`config.mk`:
```
export PLATFORM = sky130hd
export DESIGN_NAME = mcoa_top
export DESIGN_NICKNAME = d
export VERILOG_FILES = /design/src/logic/mcoa_pkg.sv /design/src/logic/mcoa_top.sv
export SDC_FILE = /design/constraint.sdc
export NUM_CORES = 2
export LEC_CHECK = 0
export BUFFER_PORTS_ARGS = -buffer_cell sky130_fd_sc_hd__buf_2
export CORE_UTILIZATION = 45
export CTS_BUF_LIST = sky130_fd_sc_hd__clkbuf_4 sky130_fd_sc_hd__clkbuf_8
export CTS_CLUSTER_SIZE = 12
export DETAILED_ROUTE_END_ITERATION = 6
export GPL_TIMING_DRIVEN = 0
export HOLD_SLACK_MARGIN = 0.1
export PLACE_DENSITY = 0.58
export REMOVE_ABC_BUFFERS = 1
export SLEW_MARGIN = 25
export SYNTH_ARGS = -nofsm -noshare
export SYNTH_HDL_FRONTEND = slang
export SYNTH_SLANG_ARGS = --single-unit
```
`constraint.sdc`:
```
create_clock -name ref_clk -period 23.6 [get_ports ref_clk]
set_input_delay 7.08 -clock ref_clk [delete_from_list [all_inputs] [get_ports ref_clk]]
set_output_delay 7.08 -clock ref_clk [all_outputs]
set_load 0.01 [all_outputs]
```
`src/logic/mcoa_pkg.sv`:
```
package mcoa_pkg;

    // ------------------------------------------------------------
    // Register map (word index on the register port)
    // ------------------------------------------------------------
    localparam int          ADDR_W         = 5;
    localparam int          DATA_W         = 16;
    localparam int          ACC_W          = 48;
    localparam logic [4:0]  OFF_CONTROL    = 5'h00;
    localparam logic [4:0]  OFF_OPERAND_A  = 5'h01;
    localparam logic [4:0]  OFF_OPERAND_B  = 5'h02;
    localparam logic [4:0]  OFF_ACC_HIGH   = 5'h03;
    localparam logic [4:0]  OFF_ACC_MIDDLE = 5'h04;
    localparam logic [4:0]  OFF_ACC_LOW    = 5'h05;
    localparam logic [4:0]  OFF_IRQ_STATUS = 5'h0A;
    localparam logic [4:0]  OFF_IRQ_MASK   = 5'h0B;

    // ------------------------------------------------------------
    // Control register fields
    // ------------------------------------------------------------
    localparam int BIT_SIGNED   = 0;
    localparam int BIT_ACCUM    = 1;
    localparam int BIT_NEGATE   = 2;
    localparam int BIT_SINGLE   = 3;
    localparam int BIT_SQUARE   = 4;
    localparam int BIT_CLEAR    = 5;
    localparam int BIT_INHIBIT  = 6;
    localparam int BIT_OVERFLOW = 7;
    localparam int BIT_DIVIDE   = 8;

    // Interrupt status / mask fields
    localparam int IRQ_DONE     = 0;
    localparam int IRQ_OVF      = 1;
    localparam int IRQ_W        = 2;

    // ------------------------------------------------------------
    // Reset values and timing
    // ------------------------------------------------------------
    localparam logic [15:0] RST_WORD      = 16'h0000;
    localparam logic [47:0] RST_ACC       = 48'h0000_0000_0000;
    localparam int          MUL_CYCLES    = 2;

    typedef struct packed {
        logic divide_enable;
        logic result_write_inhibit;
        logic square_enable;
        logic single_operand_trigger;
        logic negate_select;
        logic accumulate_select;
        logic signedness_select;
    } mcoa_ctrl_t;

    typedef struct packed {
        logic [4:0]  addr;
        logic [15:0] wdata;
        logic        wr;
        logic        rd;
    } mcoa_bus_req_t;

    typedef enum logic [1:0] {
        MCOA_IDLE = 2'b01,
        MCOA_BUSY = 2'b10
    } mcoa_state_t;

endpackage : mcoa_pkg

```
`src/logic/mcoa_top.sv`:
```
// Local design decision: the strobed register port.
`timescale 1ns/100ps

// Functional notes
// [RL1] Clear_all zeroes data, overflow, sequence counter
// [RL2] Clear_all self-clears after acting
// [RL3] Clear_all aborts an operation in progress
// [RL4] Writing clear_all as zero does nothing
// [RL5] Inhibit discards multiply result, accumulator kept
// [RL6] Inhibit affects only multiplication
// [RL7] Overflow flag set on overflowing operation
// [RL8] Overflow cleared on reset, start, clear
// [RL9] Software never writes one to bit 8
// [RL10] Control bits 15 to 9 read zero
// [RL11] Operand A resets to zero
// [RL12] Operand A full 16-bit read/write
// [RL13] Operand loading starts selected operation
// [RL14] Signedness bit selects signed or unsigned
// [RL15] Result stored in accumulator words
// [RL16] Trigger bit: both operands or either one
// [RL17] Square: write loads both, starts square
// [RL18] Accumulator 48 bits, high word first
// [RL19] Clear wins over same-cycle operand write
module mcoa_top
#(
    parameter int OP_CYCLES = mcoa_pkg::MUL_CYCLES  // Cycles per operation
)
(
    input  wire logic                  ref_clk,    // Core clock
    input  wire logic                  sys_rst,    // Sync reset, high
    input  wire mcoa_pkg::mcoa_bus_req_t bus_req,  // Register request
    output logic [15:0]                rdata,      // Read data, next cycle
    output logic                       irq,        // Level interrupt
    output logic                       op_busy,    // Operation in progress
    output logic                       op_done     // Result cycle pulse
);
    import mcoa_pkg::*;

    // ------------------------------------------------------------
    // Storage
    // ------------------------------------------------------------
    mcoa_ctrl_t           ctrl;
    logic                 overflow_flag;
    logic [DATA_W-1:0]    operand_a;
    logic [DATA_W-1:0]    operand_b;
    logic [ACC_W-1:0]     accumulator;
    logic                 a_loaded;
    logic                 b_loaded;
    mcoa_state_t          state;
    logic [7:0]           cycle_cnt;
    mcoa_ctrl_t           op_ctrl;
    logic [DATA_W-1:0]    op_a;
    logic [DATA_W-1:0]    op_b;
    logic [IRQ_W-1:0]     irq_status;
    logic [IRQ_W-1:0]     irq_mask;

    // ------------------------------------------------------------
    // Decode
    // ------------------------------------------------------------
    function automatic logic wr_hit(input mcoa_bus_req_t r,
                                    input logic [4:0] off);
        wr_hit = r.wr && (r.addr == off);
    endfunction : wr_hit

    function automatic logic [ACC_W-1:0] widen(input logic [31:0] p,
                                                input logic sgn);
        widen = sgn ? {{16{p[31]}}, p} : {16'h0000, p};
    endfunction : widen

    logic clear_now;
    logic wr_a;
    logic wr_b;
    logic trigger;
    logic finish;

    // Only a one in the clear bit acts; the bit is never stored
    assign clear_now = wr_hit(bus_req, OFF_CONTROL)
                       && bus_req.wdata[BIT_CLEAR];        // [RL4] [RL2]
    assign wr_a = wr_hit(bus_req, OFF_OPERAND_A) && !clear_now; // [RL19]
    assign wr_b = wr_hit(bus_req, OFF_OPERAND_B) && !clear_now; // [RL19]

    // Square overrides the operand count select
    always_comb
    begin
        if (clear_now)
            trigger = 1'b0;                                 // [RL19]
        else if (ctrl.square_enable)
            trigger = wr_a || wr_b;                         // [RL17]
        else if (ctrl.single_operand_trigger)
            trigger = wr_a || wr_b;                         // [RL16]
        else
            trigger = (wr_a || a_loaded) && (wr_b || b_loaded)
                      && (wr_a || wr_b);                    // [RL16] [RL13]
    end

    assign finish  = (state == MCOA_BUSY) && (cycle_cnt == 8'd1);
    assign op_busy = (state == MCOA_BUSY);

    // ------------------------------------------------------------
    // Control register
    // ------------------------------------------------------------
    always_ff @(posedge ref_clk)
    begin
        if (sys_rst)
            ctrl <= '0;
        else if (wr_hit(bus_req, OFF_CONTROL))
        begin
            // Divide bit is kept but drives nothing; software must
            // leave it zero since the divider is not usable.
            ctrl.divide_enable          <= bus_req.wdata[BIT_DIVIDE]; // [RL9]
            ctrl.result_write_inhibit   <= bus_req.wdata[BIT_INHIBIT];
            ctrl.square_enable          <= bus_req.wdata[BIT_SQUARE];
            ctrl.single_operand_trigger <= bus_req.wdata[BIT_SINGLE];
            ctrl.negate_select          <= bus_req.wdata[BIT_NEGATE];
            ctrl.accumulate_select      <= bus_req.wdata[BIT_ACCUM];
            ctrl.signedness_select      <= bus_req.wdata[BIT_SIGNED];
        end
    end

    // ------------------------------------------------------------
    // Operand registers
    // ------------------------------------------------------------
    always_ff @(posedge ref_clk)
    begin
        if (sys_rst || clear_now)
            operand_a <= RST_WORD;                          // [RL11] [RL1]
        else if (wr_a || (wr_b && ctrl.square_enable))
            operand_a <= bus_req.wdata;                     // [RL12] [RL17]
    end

    always_ff @(posedge ref_clk)
    begin
        if (sys_rst || clear_now)
            operand_b <= RST_WORD;                          // [RL1]
        else if (wr_b || (wr_a && ctrl.square_enable))
            operand_b <= bus_req.wdata;                     // [RL17]
    end

    // Sequence counter: which operands have been written since the
    // last start
    always_ff @(posedge ref_clk)
    begin
        if (sys_rst || clear_now || trigger)
        begin
            a_loaded <= 1'b0;                               // [RL1]
            b_loaded <= 1'b0;
        end
        else
        begin
            if (wr_a)
                a_loaded <= 1'b1;
            if (wr_b)
                b_loaded <= 1'b1;
        end
    end

    // ------------------------------------------------------------
    // Operation sequencer
    // ------------------------------------------------------------
    // A new trigger while busy restarts with the fresh operands;
    // the older operation is dropped rather than queued.
    always_ff @(posedge ref_clk)
    begin
        if (sys_rst || clear_now)
        begin
            state     <= MCOA_IDLE;                         // [RL3]
            cycle_cnt <= 8'd0;
        end
        else
        begin
            case (state)
                MCOA_IDLE:
                begin
                    if (trigger)
                    begin
                        state     <= MCOA_BUSY;             // [RL13]
                        cycle_cnt <= 8'(OP_CYCLES);
                    end
                end
                MCOA_BUSY:
                begin
                    if (trigger)
                        cycle_cnt <= 8'(OP_CYCLES);
                    else if (finish)
                    begin
                        state     <= MCOA_IDLE;
                        cycle_cnt <= 8'd0;
                    end
                    else
                        cycle_cnt <= cycle_cnt - 8'd1;
                end
                default:
                begin
                    state     <= MCOA_IDLE;
                    cycle_cnt <= 8'd0;
                end
            endcase
        end
    end

    // Operands and mode are frozen at start; later control or operand writes change
    // them only by starting a new operation or by a clear. The accumulator is still read live
    always_ff @(posedge ref_clk)
    begin
        if (sys_rst || clear_now)
        begin
            op_ctrl <= '0;
            op_a    <= RST_WORD;
            op_b    <= RST_WORD;
        end
        else if (trigger)
        begin
            op_ctrl <= ctrl;
            op_a    <= (ctrl.square_enable || wr_a) ? bus_req.wdata
                                                    : operand_a;
            op_b    <= (ctrl.square_enable || wr_b) ? bus_req.wdata
                                                    : operand_b;
        end
    end

    // ------------------------------------------------------------
    // Arithmetic
    // ------------------------------------------------------------
    logic [31:0]      product;
    logic [ACC_W-1:0] prod_wide;
    logic [ACC_W-1:0] lhs;
    logic [ACC_W:0]   sum_ext;
    logic [ACC_W-1:0] result;
    logic             ovf;

    always_comb
    begin
        if (op_ctrl.signedness_select)
            product = 32'($signed(op_a) * $signed(op_b));   // [RL14]
        else
            product = 32'(op_a * op_b);                     // [RL14]
        prod_wide = widen(product, op_ctrl.signedness_select);
        lhs = op_ctrl.accumulate_select ? accumulator : RST_ACC;
        if (op_ctrl.negate_select)
            sum_ext = {1'b0, lhs} - {1'b0, prod_wide};
        else
            sum_ext = {1'b0, lhs} + {1'b0, prod_wide};
        result = sum_ext[ACC_W-1:0];
        // Signed: sign rule of add/sub; unsigned: carry or borrow
        if (op_ctrl.signedness_select)
        begin
            if (op_ctrl.negate_select)
                ovf = (lhs[ACC_W-1] != prod_wide[ACC_W-1])
                      && (result[ACC_W-1] != lhs[ACC_W-1]);
            else
                ovf = (lhs[ACC_W-1] == prod_wide[ACC_W-1])
                      && (result[ACC_W-1] != lhs[ACC_W-1]);
        end
        else
            ovf = sum_ext[ACC_W];
    end

    assign op_done = finish && !wr_a && !wr_b;

    // ------------------------------------------------------------
    // Accumulator (high, middle, low words)
    // ------------------------------------------------------------
    // A software word write in the finishing cycle is dropped and the result
    // is written unless inhibited; the operation owns the accumulator then.
    always_ff @(posedge ref_clk)
    begin
        if (sys_rst || clear_now)
            accumulator <= RST_ACC;                         // [RL1]
        else if (op_done)
        begin
            if (!op_ctrl.result_write_inhibit)
                accumulator <= result;                      // [RL15] [RL5]
        end                                                 // [RL6]
        else
        begin
            if (wr_hit(bus_req, OFF_ACC_HIGH))
                accumulator[47:32] <= bus_req.wdata;        // [RL18]
            if (wr_hit(bus_req, OFF_ACC_MIDDLE))
                accumulator[31:16] <= bus_req.wdata;
            if (wr_hit(bus_req, OFF_ACC_LOW))
                accumulator[15:0]  <= bus_req.wdata;
        end
    end

    // ------------------------------------------------------------
    // Overflow flag
    // ------------------------------------------------------------
    always_ff @(posedge ref_clk)
    begin
        if (sys_rst || clear_now || trigger)
            overflow_flag <= 1'b0;                          // [RL8] [RL1]
        else if (op_done && ovf)
            overflow_flag <= 1'b1;                          // [RL7]
    end

    // ------------------------------------------------------------
    // Interrupts
    // ------------------------------------------------------------
    logic [IRQ_W-1:0] irq_set;
    logic             stat_rd;

    assign stat_rd = bus_req.rd && (bus_req.addr == OFF_IRQ_STATUS);

    always_comb
    begin
        irq_set           = '0;
        irq_set[IRQ_DONE] = op_done;
        irq_set[IRQ_OVF]  = op_done && ovf;
    end

    // Set wins over the read-clear so no event is lost
    always_ff @(posedge ref_clk)
    begin
        if (sys_rst)
            irq_status <= '0;
        else if (stat_rd)
            irq_status <= irq_set;
        else
            irq_status <= irq_status | irq_set;
    end

    always_ff @(posedge ref_clk)
    begin
        if (sys_rst)
            irq_mask <= '0;
        else if (wr_hit(bus_req, OFF_IRQ_MASK))
            irq_mask <= bus_req.wdata[IRQ_W-1:0];
    end

    assign irq = |(irq_status & irq_mask);

    // ------------------------------------------------------------
    // Read port
    // ------------------------------------------------------------
    logic [15:0] ctrl_word;

    always_comb
    begin
        ctrl_word               = 16'h0000;                 // [RL10]
        ctrl_word[BIT_SIGNED]   = ctrl.signedness_select;
        ctrl_word[BIT_ACCUM]    = ctrl.accumulate_select;
        ctrl_word[BIT_NEGATE]   = ctrl.negate_select;
        ctrl_word[BIT_SINGLE]   = ctrl.single_operand_trigger;
        ctrl_word[BIT_SQUARE]   = ctrl.square_enable;
        ctrl_word[BIT_INHIBIT]  = ctrl.result_write_inhibit;
        ctrl_word[BIT_OVERFLOW] = overflow_flag;
        ctrl_word[BIT_DIVIDE]   = ctrl.divide_enable;
    end

    always_ff @(posedge ref_clk)
    begin
        if (sys_rst)
            rdata <= RST_WORD;
        else if (bus_req.rd)
        begin
            case (bus_req.addr)
                OFF_CONTROL:    rdata <= ctrl_word;
                OFF_OPERAND_A:  rdata <= operand_a;         // [RL12]
                OFF_OPERAND_B:  rdata <= operand_b;
                OFF_ACC_HIGH:   rdata <= accumulator[47:32];
                OFF_ACC_MIDDLE: rdata <= accumulator[31:16];
                OFF_ACC_LOW:    rdata <= accumulator[15:0];
                OFF_IRQ_STATUS: rdata <= {14'h0000, irq_status};
                OFF_IRQ_MASK:   rdata <= {14'h0000, irq_mask};
                default:        rdata <= RST_WORD;
            endcase
        end
        else
            rdata <= RST_WORD;
    end

endmodule : mcoa_top

```
# [Word-level counts from Yosys, hierarchy flattened]
# Index checks and enable logic that the tools add are counted.
# Widths: inputs -> output; s select.
[word_totals] latchBits=0 mem_count=0 out_inout_bits=19 inputBits=25 elab_cells=120 ram_bits=0 rom_bits=0 regBits=156
[op_classes] n_bitwise=3 muxes=26 magnitude_cmp=0 n_mul=2 reduce_logical=43 addsub=3 eq_ne=17 shifts=0 div=0
[op_table] operator="$mux 48" count=4
[op_table] operator="$pmux 16 s8" count=1
[op_table] operator="$mux 16" count=5
[op_table] operator="$mul 16x16->32" count=2
[op_table] operator="$add 48x48->49" count=1
[op_table] operator="$mux 49" count=1
[op_table] operator="$sub 48x48->49" count=1
[op_table] operator="$mux 32" count=1
[op_table] operator="$mux 8" count=3
[op_table] operator="$logic_and 1x1->1" count=21
[op_table] operator="$pmux 8 s2" count=1
[op_table] operator="$eq 5x2->1 const B" count=2
[op_table] operator="$eq 5x3->1 const B" count=2
[op_table] operator="$eq 5x4->1 const B" count=2
[op_table] operator="$logic_or 1x1->1" count=9
[op_table] operator="$eq 8x1->1 const B" count=1
[op_table] operator="$mux 2" count=4
[op_table] operator="$sub 8x1->8 const B" count=1
[op_table] operator="$ne 2x2->1 const B" count=3
[op_table] operator="$reduce_and 2->1" count=3
[op_table] operator="$reduce_bool 2->1" count=3
[op_table] operator="$eq 5x1->1 const B" count=1
[op_table] operator="$logic_not 5->1" count=1
[op_table] operator="$mux 1" count=5
[op_table] operator="other kinds (12)" count=16

# [Depth between registers and ports, before layout]
[depth] ltp_word=13 depth_mapped=44 depth_no_buf=42

# [Worst setup path before layout]
# Ideal clock, no wire load.
[synth_path] path_type="input -> output" start="input bus_req[21] (netlist bit)" end="output op_done" path_buffers=0 t_required_ns=16.520 setup_slack_ns=8.253 stages=5 arrival_time_ns=8.267 path_cell_list="nor3_2 > nand2_1 > nor2_1 > nand2_1 > and4_1"
[synth_between] elab_chain_len=8 word_cells_on_any_way=14 classes_between="eq/ne: 2; reduce/logical: 12"
[synth_rtl] item="start, declared" line_no="mcoa_top.sv:31" source="input wire mcoa_pkg::mcoa_bus_req_t bus_req,"
[synth_rtl] item="$logic_not 5->1" line_no="mcoa_top.sv:62" source="wr_hit = r.wr && (r.addr == off);"
[synth_rtl] item="$logic_and 1x1->1" line_no="mcoa_top.sv:62"
[synth_rtl] item="$logic_and 1x1->1" line_no="mcoa_top.sv:78" source="&& bus_req.wdata[BIT_CLEAR];"
[synth_rtl] item="$logic_not 1->1" line_no="mcoa_top.sv:79, mcoa_top.sv:80"
[synth_rtl] item="$logic_and 1x1->1" line_no="mcoa_top.sv:79" source="assign wr_a = wr_hit(bus_req, OFF_OPERAND_A) && !clear_now;"
[synth_rtl] item="$logic_not 1->1" line_no="mcoa_top.sv:258" source="assign op_done = finish && !wr_a && !wr_b;"
[synth_rtl] item="$logic_and 1x1->1" line_no="mcoa_top.sv:258"
[synth_rtl] item="$logic_and 1x1->1 *" line_no="mcoa_top.sv:258"
[synth_rtl] item="end, declared" line_no="mcoa_top.sv:35" source="output logic op_done"
# Every way passes the cells marked *; elsewhere a longest branch is shown, timed or not.

# [Final worst setup path]
# Ends and elaborated chain as after synthesis.

==> flow_metrics.tcl <==
set metrics [dict create \
    path_clk_slew_ps 110 \
    cts_buffers 17 \
    grt_setup_unrepaired "no" \
    setup_tns_ps 0 \
    routabilityCongestion 0.943 \
    nets 3689 \
    detail_route.wl_per_cell_um 19.4 \
    maxSlewHeadroom_pct 25.6 \
    core_area_um2 56700 \
    ios 44 \
    clockBufferDepth 2 \
    rr_worst_depth 37 \
    synth-simple-area-share_pct 17.8 \
    synth_flop_cell "dfxtp_1" \
    hold_viol_final 0 \
    rr_endpoint "overflow_flag" \
    synth_top_family_by_area "adder cells" \
    final_core_util_pct 48.2 \
    die_area_um2 58800 \
    post_cts_resized 0 \
    synth_area_leader_cell "fa_1" \
    cp-end-kind "primary output" \
    yosys-mux-area-fraction_pct 2.94 \
    fmax_ghz 0.0611 \
    multi_input_area_um2 20500 \
    setup_viol 0 \
    p_comb_share_pct 5.6 \
    yosysSeqAreaShare_pct 12.0 \
    crit_slowest_cell "nor3_2" \
    synth_area_leaders "fa_1 (28%), dfxtp_1 (12%), ha_1 (9.9%), inv_1 (7.2%), nand2_1 (5.4%)" \
    n_fill_cell 5604 \
    grt_usage_pct 25.9 \
    synth_commonest_cells "inv_1 (497), nand2_1 (372), fa_1 (367)" \
    p_int_uw 353 \
    maxCapViolCount 0 \
    slowest_delay_ps 680 \
    hp-class "flop to flop" \
    drt-total-wl_um 75000 \
    synth_compound_area_share_pct 15.7 \
    p_sw_uw 150 \
    row_count 87 \
    run_status "completed" \
    yosysTopAreaCellShare_pct 28.2 \
    overflow 0 \
    path_class "input port to primary output" \
    synthArstFlopShare_pct 0 \
    crit_path_cell_trace "buf_2 -> nor3_2 -> nand2_1 -> nor2_2 -> buf_6 -> nand2_1 -> and4_1 -> buf_2" \
    clk_latency_ps 490 \
    yosys.area_share.xor_xnor_pct 3.97 \
    period_minus_slack_ps 16370 \
    postCtsSetupBuffers 0 \
    synth_most_common_cell "inv_1" \
    holdPathStages 2 \
    synth_warnings 0 \
    cp_num_buf_inv 3 \
    yosysUniqueCellTypes 98 \
    switching_share_pct 29.9 \
    synth-seq-cells 156 \
    irDropWorstVdd_mv 0.0272 \
    min_from "overflow_flag" \
    r2r-start "op_a[10]" \
    cts_hold_buf 0 \
    die-height_um 242 \
    grt_pass1_wl_um 121000 \
    cp-start-kind "input port" \
    clock-root-buffer "clkbuf_8" \
    drive_above_1_share_pct 5.12 \
    clkPwrFrac_pct 41.5 \
    p_seq_share_pct 52.9 \
    syn_area_um2 26000 \
    vias_per_cell 5.64 \
    synthAdderAreaFrac_pct 38.1 \
    arrival_ps 9290 \
    vias 21800 \
    antenna_left 0 \
    drtIter0Drc 1668 \
    cp_top_family "simple AND/OR/NAND/NOR gates" \
    cts_tree "yes" \
    avgSynthCellArea_um2 8.22 \
    cts_max_level 4 \
    grt_max_degree 59 \
    regArea_um2 3140 \
    whs_endpoint "overflow_flag" \
    antenna_found_initial 2 \
    area.growth.synth_to_final_pct 5.06 \
    timing.reg2reg.setup_slack_ps 12020 \
    drtPass1Iterations 6 \
    power_density_nw_per_um2 18.4 \
    io_buffer_count 43 \
    drc_errors 0 \
    die_width_um 242 \
    fin_skew_ps 25.0 \
    crit_path_max_fanout 10 \
    cts_sinks 156 \
    synth_edf_count 0 \
    syn-instance-count 3167 \
    finalMaxSlewViolations 0 \
    max_slew.worst_pin.slew_ps 1120 \
    critPathRequiredTime_ps 16520 \
    hpwl_um 60400 \
    min_period_over_period_pct 69.4 \
    power.leakage_uw 0.0130 \
    start_util_pct 45.9 \
    grt_pass1_vias 22200 \
]
-- worst max-delay path by stage --
stage	startpoint	endpoint	depth (start not counted)
6_report	bus_req[21]	op_done	8
4_1_cts	bus_req[21]	op_done	8
2_1_floorplan	bus_req[21]	op_done	5
3_5_place_dp	bus_req[21]	op_done	8
3_3_place_gp	bus_req[21]	op_done	7
5_1_grt	bus_req[21]	op_done	8
-- layer usage --
metal / wire length, µm / track usage, % / vias up
li1: - / - / 10200
met1: 33900 / 36.1 / 10900
met2: 35800 / 43.3 / 600
met3: 3660 / 1.93 / 114
met4: 1620 / 6.55 / 0
met5: 0 / 0 / -
-- state kept, by name, indices dropped and copies added, names as in the netlist --
register       count
operand_a         16
ctrl               7
state              2
irq_status         2
op_ctrl            4
b_loaded           1
op_a              16
irq_mask           2
a_loaded           1
accumulator       48
op_b              16
operand_b         16
overflow_flag      1
rdata             16
cycle_cnt          8
-- worst min-delay path, stage by stage (launching register included) --
cell and delay [ps]:
dfxtp_1 330, inv_1 50, a21oi_1 50
-- through the flow --
stage	setup slack (ps)	area, µm²	total power (µW)	hold slack (ps)	instances
2_1_floorplan	7920	25400	283	425	3014
3_3_place_gp	6660	26600	298	445	3813
4_1_cts	7280	27300	504	465	3861
6_report	7230	27300	503	470	3862
3_5_place_dp	7300	26900	299	448	3829
5_1_grt	7140	27300	517	486	3862
-- cells in the final DEF, fill, tap and decap left out, types with 45 or more instances in the layout --
master and count:
inv_1 496, nand2_1 372, fa_1 367, a21oi_1 222, ha_1 205, nor2_1 190, and2_1 180, dfxtp_1 147
o21ai_0 111, xnor2_1 75, mux2i_1 64, a211oi_1 60, buf_2 45
-- power by group through the flow --
stage                     clock network [µW]  registers, µW  logic, µW
after floorplan                            0            271       12.0
after CTS                                211            266       27.5
final                                    209            266       28.2
after global routing                     222            266       29.7
after detailed placement                   0            272       27.4
after global placement                     0            272       25.7
-- logic make-up (layout without fill, tap and decap cells) --
group,after synthesis,in the layout
AOI/OAI and AO/OA,638,638
xor gates and xnor gates,118,118
adders and majority gates,572,572
buffers and inverters,650,588
DFF,156,156
muxes,73,73
other,0,1
and+or+nand+nor,960,960
-- layout make-up --
cell class	count	area share (%)
inverter	497	6.82
sequential	156	11.5
clock buffer	17	0.856
clock inverter	15	0.622
multi-input combinational	2361	75.1
antenna	1	0.00915
tap	756	3.46
timing repair buffer	59	1.64
No activity file was read; power rests on OpenSTA's default activity.
